**src/common/adc_ctrl_defines.svh**
```systemverilog
// register offsets, field positions and reset values of the adc control
// assumes: included by bare name from package and rtl files
`ifndef ADC_CTRL_DEFINES_SVH
`define ADC_CTRL_DEFINES_SVH

// ----------------------------------------------------------------------
// register byte offsets
// ----------------------------------------------------------------------
`define ADC_OFF_CTRL     8'h00
`define ADC_OFF_RESULT   8'h04
`define ADC_OFF_STATUS   8'h08
`define ADC_OFF_MASK     8'h0c

// ----------------------------------------------------------------------
// control register fields
// ----------------------------------------------------------------------
`define ADC_CTRL_ALIGN_BIT   0
`define ADC_CTRL_WIN_BIT     1
`define ADC_CTRL_TRIG_LSB    2
`define ADC_CTRL_TRIG_MSB    3
`define ADC_CTRL_BUSY_BIT    4

// ----------------------------------------------------------------------
// interrupt status fields and reset values
// ----------------------------------------------------------------------
`define ADC_INT_DONE_BIT     0
`define ADC_INT_WIN_BIT      1
`define ADC_RST_TRIG         2'h0
`define ADC_RST_MASK         2'h0
`define ADC_RESP_OKAY        2'h0
`define ADC_RESP_SLVERR      2'h2

`endif

```
**src/common/adc_ctrl_pkg.sv**
```systemverilog
// types shared by the adc control block and its helpers
// assumes: the defines header is on the include path
`include "adc_ctrl_defines.svh"

package adc_ctrl_pkg;
    // start trigger sources
    typedef enum logic [1:0] {
        TRIG_SW    = 2'h0,
        TRIG_TMR3  = 2'h1,
        TRIG_PIN   = 2'h2,
        TRIG_TMR2  = 2'h3
    } trig_sel_e;

    // register identities after decode
    typedef enum logic [4:0] {
        REG_CTRL   = 5'h01,
        REG_RESULT = 5'h02,
        REG_STATUS = 5'h04,
        REG_MASK   = 5'h08,
        REG_NONE   = 5'h10
    } reg_id_e;

    // whole state of the control block
    typedef struct packed {
        logic        awready;
        logic        wready;
        logic        aw_full;
        logic        w_full;
        logic [7:0]  awaddr;
        logic [31:0] wdata;
        logic [3:0]  wstrb;
        logic        bvalid;
        logic [1:0]  bresp;
        logic        arready;
        logic        rvalid;
        logic [1:0]  rresp;
        logic [31:0] rdata;
        logic        align;
        logic        win_flag;
        trig_sel_e   trig_sel;
        logic        busy;
        logic        conv_start;
        logic [15:0] result;
        logic [1:0]  int_status;
        logic [1:0]  int_mask;
        logic        irq;
    } ctrl_state_s;
endpackage : adc_ctrl_pkg

```
**src/rtl/adc_trigger_window_align_ctrl.sv**
```systemverilog
// adc conversion control: trigger select, window flag, justification,
// axi4-lite register slave and one level interrupt
// assumes: timer overflow and pin inputs synchronous to aclk; converter
// answers each conv_start with one conv_done pulse carrying its code
//
// Behaviour
// - mode 00: each software write of one to busy bit starts a conversion; code ignores such a write while busy is set
// - mode 01: every timer 3 overflow starts one conversion; code drops an overflow that comes while busy is set
// - mode 10: every rising edge of convert-start pin starts a conversion; code drops an edge that comes while busy is set
// - mode 11: every timer 2 overflow starts one conversion; code drops an overflow that comes while busy is set
// - window flag bit 1 set when a result matches the window
// - window flag stays set until software writes it back to zero
// - alignment bit 0 clear: result right justified in high and low bytes
//
// Register access over AXI4-Lite and the placing of the registers were left to the implementer.
`timescale 1ns/1ps
`default_nettype none
`include "adc_ctrl_defines.svh"

module adc_trigger_window_align_ctrl #(
    parameter int RES_W = 10
) (
    input  wire logic             aclk,
    input  wire logic             aresetn,
    // axi4-lite slave
    input  wire logic [7:0]       s_axi_awaddr,
    input  wire logic             s_axi_awvalid,
    output logic                  s_axi_awready,
    input  wire logic [31:0]      s_axi_wdata,
    input  wire logic [3:0]       s_axi_wstrb,
    input  wire logic             s_axi_wvalid,
    output logic                  s_axi_wready,
    output logic [1:0]            s_axi_bresp,
    output logic                  s_axi_bvalid,
    input  wire logic             s_axi_bready,
    input  wire logic [7:0]       s_axi_araddr,
    input  wire logic             s_axi_arvalid,
    output logic                  s_axi_arready,
    output logic [31:0]           s_axi_rdata,
    output logic [1:0]            s_axi_rresp,
    output logic                  s_axi_rvalid,
    input  wire logic             s_axi_rready,
    // trigger sources
    input  wire logic             timer3_overflow,
    input  wire logic             timer2_overflow,
    input  wire logic             external_convert_start_pin,
    // converter side
    output logic                  conv_start,
    input  wire logic             conv_done,
    input  wire logic [RES_W-1:0] conv_code,
    input  wire logic             window_match,
    // interrupt
    output logic                  irq
);
    // ------------------------------------------------------------------
    // address decode
    // ------------------------------------------------------------------
    // shared by write and read paths; only whole aligned words map
    function automatic adc_ctrl_pkg::reg_id_e decode(input logic [7:0] a);
        if (a == `ADC_OFF_CTRL) begin
            return adc_ctrl_pkg::REG_CTRL;
        end else if (a == `ADC_OFF_RESULT) begin
            return adc_ctrl_pkg::REG_RESULT;
        end else if (a == `ADC_OFF_STATUS) begin
            return adc_ctrl_pkg::REG_STATUS;
        end else if (a == `ADC_OFF_MASK) begin
            return adc_ctrl_pkg::REG_MASK;
        end else begin
            return adc_ctrl_pkg::REG_NONE;
        end
    endfunction : decode

    // ------------------------------------------------------------------
    // helpers
    // ------------------------------------------------------------------
    adc_ctrl_pkg::ctrl_state_s st;
    adc_ctrl_pkg::ctrl_state_s next_st;
    logic [2:0]                rises;
    logic [15:0]               aligned;
    logic                      do_write;
    logic                      wr_ctrl;
    logic                      wr_status;
    logic                      wr_mask;
    logic                      trig_hit;
    logic                      win_set;
    adc_ctrl_pkg::reg_id_e     wr_id;
    adc_ctrl_pkg::reg_id_e     rd_id;

    // lanes: 0 timer 3, 1 pin, 2 timer 2
    rise_detect #(
        .WIDTH    (3)
    ) u_rise (
        .aclk     (aclk),
        .aresetn  (aresetn),
        .level_in ({timer2_overflow, external_convert_start_pin,
                    timer3_overflow}),
        .rise     (rises)
    );

    // justification is taken from the bit in force at conv_done
    result_align #(
        .RES_W   (RES_W)
    ) u_align (
        .raw     (conv_code),
        .left    (st.align),
        .aligned (aligned)
    );

    // ------------------------------------------------------------------
    // write strobes and trigger selection
    // ------------------------------------------------------------------
    assign do_write  = st.aw_full && st.w_full && !st.bvalid;
    assign wr_id     = decode(st.awaddr);
    assign rd_id     = decode(s_axi_araddr);
    // only lane 0 holds live bits, so only its strobe matters
    assign wr_ctrl   = do_write && st.wstrb[0] &&
                       (wr_id == adc_ctrl_pkg::REG_CTRL);
    assign wr_status = do_write && st.wstrb[0] &&
                       (wr_id == adc_ctrl_pkg::REG_STATUS);
    assign wr_mask   = do_write && st.wstrb[0] &&
                       (wr_id == adc_ctrl_pkg::REG_MASK);
    assign win_set   = conv_done && window_match;

    // a trigger is dropped while a conversion is already running
    always_comb begin
        case (st.trig_sel)
            adc_ctrl_pkg::TRIG_SW: begin
                trig_hit = wr_ctrl &&
                           st.wdata[`ADC_CTRL_BUSY_BIT];
            end
            adc_ctrl_pkg::TRIG_TMR3: begin
                trig_hit = rises[0];
            end
            adc_ctrl_pkg::TRIG_PIN: begin
                trig_hit = rises[1];
            end
            default: begin
                trig_hit = rises[2];
            end
        endcase
    end

    // ------------------------------------------------------------------
    // next state
    // ------------------------------------------------------------------
    always_comb begin
        next_st = st;
        // write address and data captured independently
        if (s_axi_awvalid && st.awready) begin
            next_st.aw_full = 1'b1;
            next_st.awaddr  = s_axi_awaddr;
        end
        if (s_axi_wvalid && st.wready) begin
            next_st.w_full = 1'b1;
            next_st.wdata  = s_axi_wdata;
            next_st.wstrb  = s_axi_wstrb;
        end
        if (st.bvalid && s_axi_bready) begin
            next_st.bvalid = 1'b0;
        end
        if (do_write) begin
            next_st.aw_full = 1'b0;
            next_st.w_full  = 1'b0;
            next_st.bvalid  = 1'b1;
            next_st.bresp   = (wr_id == adc_ctrl_pkg::REG_NONE) ?
                              `ADC_RESP_SLVERR : `ADC_RESP_OKAY;
        end
        next_st.awready = !next_st.aw_full && !next_st.bvalid;
        next_st.wready  = !next_st.w_full && !next_st.bvalid;

        // read: one outstanding, data registered with rvalid
        if (st.rvalid && s_axi_rready) begin
            next_st.rvalid  = 1'b0;
            next_st.arready = 1'b1;
        end
        if (s_axi_arvalid && st.arready) begin
            next_st.arready = 1'b0;
            next_st.rvalid  = 1'b1;
            next_st.rresp   = `ADC_RESP_OKAY;
            next_st.rdata   = 32'h0000_0000;
            if (rd_id == adc_ctrl_pkg::REG_CTRL) begin
                next_st.rdata[`ADC_CTRL_ALIGN_BIT] = st.align;
                next_st.rdata[`ADC_CTRL_WIN_BIT]   = st.win_flag;
                next_st.rdata[`ADC_CTRL_TRIG_MSB:`ADC_CTRL_TRIG_LSB] =
                    st.trig_sel;
                next_st.rdata[`ADC_CTRL_BUSY_BIT]  = st.busy;
            end else if (rd_id == adc_ctrl_pkg::REG_RESULT) begin
                next_st.rdata[15:0] = st.result;
            end else if (rd_id == adc_ctrl_pkg::REG_STATUS) begin
                next_st.rdata[1:0] = st.int_status;
            end else if (rd_id == adc_ctrl_pkg::REG_MASK) begin
                next_st.rdata[1:0] = st.int_mask;
            end else begin
                next_st.rresp = `ADC_RESP_SLVERR;
            end
        end

        // control fields; busy is not writable apart from the start
        if (wr_ctrl) begin
            next_st.align    = st.wdata[`ADC_CTRL_ALIGN_BIT];
            next_st.trig_sel = adc_ctrl_pkg::trig_sel_e'(
                st.wdata[`ADC_CTRL_TRIG_MSB:`ADC_CTRL_TRIG_LSB]);
        end
        // software may only clear the flag; a match this cycle wins
        if (wr_ctrl && !st.wdata[`ADC_CTRL_WIN_BIT]) begin
            next_st.win_flag = 1'b0;
        end
        if (win_set) begin
            next_st.win_flag = 1'b1;
        end

        // conversion lifecycle: done clears, a fresh start sets
        next_st.conv_start = 1'b0;
        if (conv_done) begin
            next_st.busy   = 1'b0;
            next_st.result = aligned;
        end
        if (trig_hit && !st.busy) begin
            next_st.busy       = 1'b1;
            next_st.conv_start = 1'b1;
        end

        // sticky interrupt status, write one to clear, set wins
        if (wr_status) begin
            next_st.int_status = st.int_status & ~st.wdata[1:0];
        end
        if (conv_done) begin
            next_st.int_status[`ADC_INT_DONE_BIT] = 1'b1;
        end
        if (win_set) begin
            next_st.int_status[`ADC_INT_WIN_BIT] = 1'b1;
        end
        if (wr_mask) begin
            next_st.int_mask = st.wdata[1:0];
        end
        next_st.irq = |(next_st.int_status & next_st.int_mask);
    end

    // ------------------------------------------------------------------
    // state register
    // ------------------------------------------------------------------
    always_ff @(posedge aclk) begin
        if (!aresetn) begin
            st          <= '0;
            st.awready  <= 1'b1;
            st.wready   <= 1'b1;
            st.arready  <= 1'b1;
            st.trig_sel <= adc_ctrl_pkg::trig_sel_e'(`ADC_RST_TRIG);
            st.int_mask <= `ADC_RST_MASK;
        end else begin
            st <= next_st;
        end
    end

    // outputs straight from the state flops
    assign s_axi_awready = st.awready;
    assign s_axi_wready  = st.wready;
    assign s_axi_bvalid  = st.bvalid;
    assign s_axi_bresp   = st.bresp;
    assign s_axi_arready = st.arready;
    assign s_axi_rvalid  = st.rvalid;
    assign s_axi_rresp   = st.rresp;
    assign s_axi_rdata   = st.rdata;
    assign conv_start    = st.conv_start;
    assign irq           = st.irq;
endmodule : adc_trigger_window_align_ctrl

`default_nettype wire

```
**src/rtl/result_align.sv**
```systemverilog
// justifies a raw converter code into a 16-bit high:low result pair
// assumes: raw code is valid in the cycle it is used; no state
`timescale 1ns/1ps
`default_nettype none

module result_align #(
    parameter int RES_W = 10
) (
    input  wire logic [RES_W-1:0] raw,
    input  wire logic             left,
    output logic      [15:0]      aligned
);
    localparam int PAD = 16 - RES_W;

    // left fills low bits with zeros, right fills high bits with zeros
    always_comb begin
        if (left) begin
            aligned = {raw, {PAD{1'b0}}};
        end else begin
            aligned = {{PAD{1'b0}}, raw};
        end
    end
endmodule : result_align

`default_nettype wire

```
**src/rtl/rise_detect.sv**
```systemverilog
// rising edge detector over a vector of event inputs
// assumes: inputs already synchronous to aclk
`timescale 1ns/1ps
`default_nettype none

module rise_detect #(
    parameter int WIDTH = 3
) (
    input  wire logic             aclk,
    input  wire logic             aresetn,
    input  wire logic [WIDTH-1:0] level_in,
    output logic      [WIDTH-1:0] rise
);
    // ------------------------------------------------------------------
    // state
    // ------------------------------------------------------------------
    typedef struct packed {
        logic [WIDTH-1:0] prev;
    } edge_state_s;

    edge_state_s st;
    edge_state_s next_st;

    // previous sample; reset low so a high input at release counts once
    always_comb begin
        next_st.prev = level_in;
    end

    always_ff @(posedge aclk) begin
        if (!aresetn) begin
            st <= '0;
        end else begin
            st <= next_st;
        end
    end

    // one pulse per low to high step, per lane
    genvar i;
    generate
        for (i = 0; i < WIDTH; i++) begin : g_lane
            assign rise[i] = level_in[i] & ~st.prev[i];
        end
    endgenerate
endmodule : rise_detect

`default_nettype wire
```
**config.mk**
```make
export PLATFORM = sky130hd
export DESIGN_NAME = adc_trigger_window_align_ctrl
export DESIGN_NICKNAME = d
export VERILOG_FILES = /design/src/common/adc_ctrl_pkg.sv /design/src/rtl/adc_trigger_window_align_ctrl.sv /design/src/rtl/result_align.sv /design/src/rtl/rise_detect.sv
export VERILOG_INCLUDE_DIRS = /design/src /design/src/common
export SDC_FILE = /design/constraint.sdc
export NUM_CORES = 1
export LEC_CHECK = 0
export BUFFER_PORTS_ARGS = -buffer_cell sky130_fd_sc_hd__buf_2
export CAP_MARGIN = 5
export CORE_MARGIN = 4
export CORE_UTILIZATION = 52
export CTS_CLUSTER_DIAMETER = 120
export DETAILED_ROUTE_END_ITERATION = 8
export PLACE_DENSITY = 0.85
export SLEW_MARGIN = 20
export SYNTH_ARGS = -nofsm -noshare
export SYNTH_HDL_FRONTEND = slang
export SYNTH_SLANG_ARGS = --single-unit
```
**constraint.sdc**
```tcl
create_clock -name aclk -period 3.4 [get_ports aclk]
set_input_delay 0.51 -clock aclk [delete_from_list [all_inputs] [get_ports aclk]]
set_output_delay 0.51 -clock aclk [all_outputs]
set_load 0.02 [all_outputs]
```
==> run_results.csv <==
group,metric,value,unit
run_status,outcome,"completed",
clock_network,cts-buffers-inserted,9,
cells_and_area,area_growth,11.4,%
synthesis,synth.area.top_cells,"dfxtp_1 48%, buf_4 9.6%, nand2_1 6.1%",
routing,drt_pass1_iterations,4,
setup_path,critical_path_class,"flop to flop",
place,globalplace.congestion,0.834,
routing,vias,2371,
timing,drv_slew,0,
place,dpl-instance-area,3060,µm²
place,portBuffers,68,
global_routing,grt_pass1_wl,9.87,mm
cells_and_area,ff_latch_area,1380,µm²
place,dpl.hpwl,4.46,mm
clock_network,cts_max_level,3,
cells_and_area,final_area,3240,µm²
global_routing,overflow,0,
cells_and_area,multi_input_area,1230,µm²
timing,hold-worst-slack,392,ps
clock_network,clk_latency,340,ps
cells_and_area,finish.utilization,61.4,%
cells_and_area,regMostFlops,"st",
routing,finalWirelength,6.01,mm
synthesis,ys_seq_area_share,47.5,%
setup_path,cp.arrival,1880,ps
cells_and_area,fin_nets,452,
synthesis,syn_inst,335,
cells_and_area,layout-drive-gt1-share,23.8,%
synthesis,synthArstFlopShare,0,%
clock_network,cts_setup_buffers,0,
pwr,power,1.62,mW
place,post-place-cells,437,
floorplanning,die_y,82.8,µm
timing,worst_slew_pin_slew,909,ps
cells_and_area,instances_no_fill,453,
pwr,ir_drop,0.305,mV
global_routing,grtUsageTotal,18.8,%
clock_network,cts_resized,0,
floorplanning,dieArea,6850,µm²
floorplanning,num_io_pins,117,
synthesis,ys.flop_type,"dfxtp_1",
setup_path,cp-startpoint,"st[102]",
synthesis,synth-edff-count,0,
synthesis,synth.distinct_cells,42,
setup_path,r2r_start,"st[102]",
floorplanning,core,5270,µm²
timing,rsz0062_at_grt,"false",
clock_network,postCtsHoldBufs,0,
timing,hold_viol_final,0,
cells_and_area,n_antenna_cell,0,
worst_hold_path,hp-start,"timer2_overflow",
timing,tns,0,ps
global_routing,grt_pass1_vias,2233,
setup_path,cp_max_fo,5,
synthesis,synth_warnings,0,
floorplanning,fp.dieW,82.8,µm
clock_network,cts.sinks,69,
global_routing,antenna_found_initial,0,
setup_path,endpoint_kind,"flop",
place,post-place-ws,1470,ps
timing,finalCritPeriodShare,49.0,%
clock_network,cts_root_buf,"clkbuf_8",
routing,viasPerCell,5.23,
global_routing,grt_max_degree,56,
floorplanning,fp-row-count,26,
cells_and_area,fillers,487,
timing,finClkSkew,4.76,ps
routing,drt_iter0_drc,146,
routing,route.detailed.drc,0,
cells_and_area,largest_register_ffs,41,
timing,max_slew_margin,39.3,%
routing,postRouteAntennaNets,0,
synthesis,ys_seq_elements,69,
clock_network,path_clk_slew,70,ps
setup_path,required,3610,ps
synthesis,syn_avg_cell_area,8.68,µm²
timing,finalSetupViolations,0,
synthesis,synth_top_area_share,47.5,%
floorplanning,start_util,55.2,%
timing,setup_ws,1730,ps
run,max_cap_violations,0,
clock_network,cts_tree,"built",
clock_network,clock_path_buffers,2,
worst_hold_path,min_path_type,"input pin to flop",
synthesis,yosys.area.top_type,"dfxtp_1",
pwr,power.leakage,1.42,nW
pwr,p_per_area,500,nW/µm²
synthesis,synthesis.area,2910,µm²
timing,period_minus_slack,1670,ps
setup_path,cp-start-kind,"flop",
routing,routedWlPerCell,13.3,µm
timing,clock.fmax,600,MHz
==> routing by layer <==
metal  vias up  share of wire, %  GRT usage [%]
li1       1189                 -              -
met1      1068                45           24.1
met2        99                44           28.7
met3        15               8.6           5.72
met4         0               2.1           9.31
met5         -                 0              0
==> layout make-up <==
class                      count  area share, %
multi-input combinational    225           38.1
inverter                       5          0.580
sequential                    69           42.7
tap                           70           2.70
clock inverter                 4          0.696
timing repair buffer          68           10.5
clock buffer                  12           4.79
==> synth_stat cells, types with 4 or more instances <==
cell type / number
a211oi_1: 4
a21oi_1: 30
a22oi_1: 12
and2_1: 7
buf_1: 5
buf_4: 37
clkbuf_1: 10
dfxtp_1: 69
inv_1: 4
mux2i_1: 12
nand2_1: 47
nand3_1: 17
nor2_1: 35
o21ai_0: 9
==> worst paths after layout <==
path | to | slack [ps] | cells after the start
worst max-delay path | irq | 1730 | 4
worst min-delay path | u_rise.st[2] | 390 | 2
worst max register to register | irq | 1730 | 4
worst min register to register | s_axi_rdata[7] | 450 | 2
==> layout by cell type, fill, tap and decap left out, types with 2 or more instances in the layout <==
cell type,count
buf_2,68
mux2i_1,12
o41ai_1,2
nor2b_1,2
o22ai_1,2
nor3_1,2
conb_1,18
o21ai_0,9
nor2_1,35
mux2_2,2
nand3b_1,2
dfxtp_1,69
and4b_1,2
inv_1,4
clkbuf_8,11
clkinv_2,3
nand3_1,17
nand2b_1,2
a22oi_1,12
a211oi_1,4
a21oi_1,30
and2_1,7
nand4_1,2
nand2_1,47
==> cell families (layout without fill, tap and decap cells) <==
group,after synthesis,after routing,synth area share [%]
muxes,14,14,4.91
other,1,18,0.129
AOI/OAI and AO/OA,66,66,14.1
and+or+nand+nor,127,127,21.0
DFF,69,69,47.5
buffers and inverters,58,89,12.3
==> power by group <==
| group | total (mW) | switching (mW) | leakage (nW) | internal, mW |
|---|---|---|---|---|
| clock | 0.588 | 0.287 | 0.0921 | 0.301 |
| sequential | 0.865 | 0.0231 | 0.564 | 0.842 |
| combinational | 0.165 | 0.108 | 0.761 | 0.0568 |
==> critical path, stage by stage, from the launching register on <==
cell and delay [ps]:
dfxtp_1 340, nor4_4 410, nand4_1 230, mux2i_1 190, o32ai_1 380
Power figures use the tool's default switching activity.
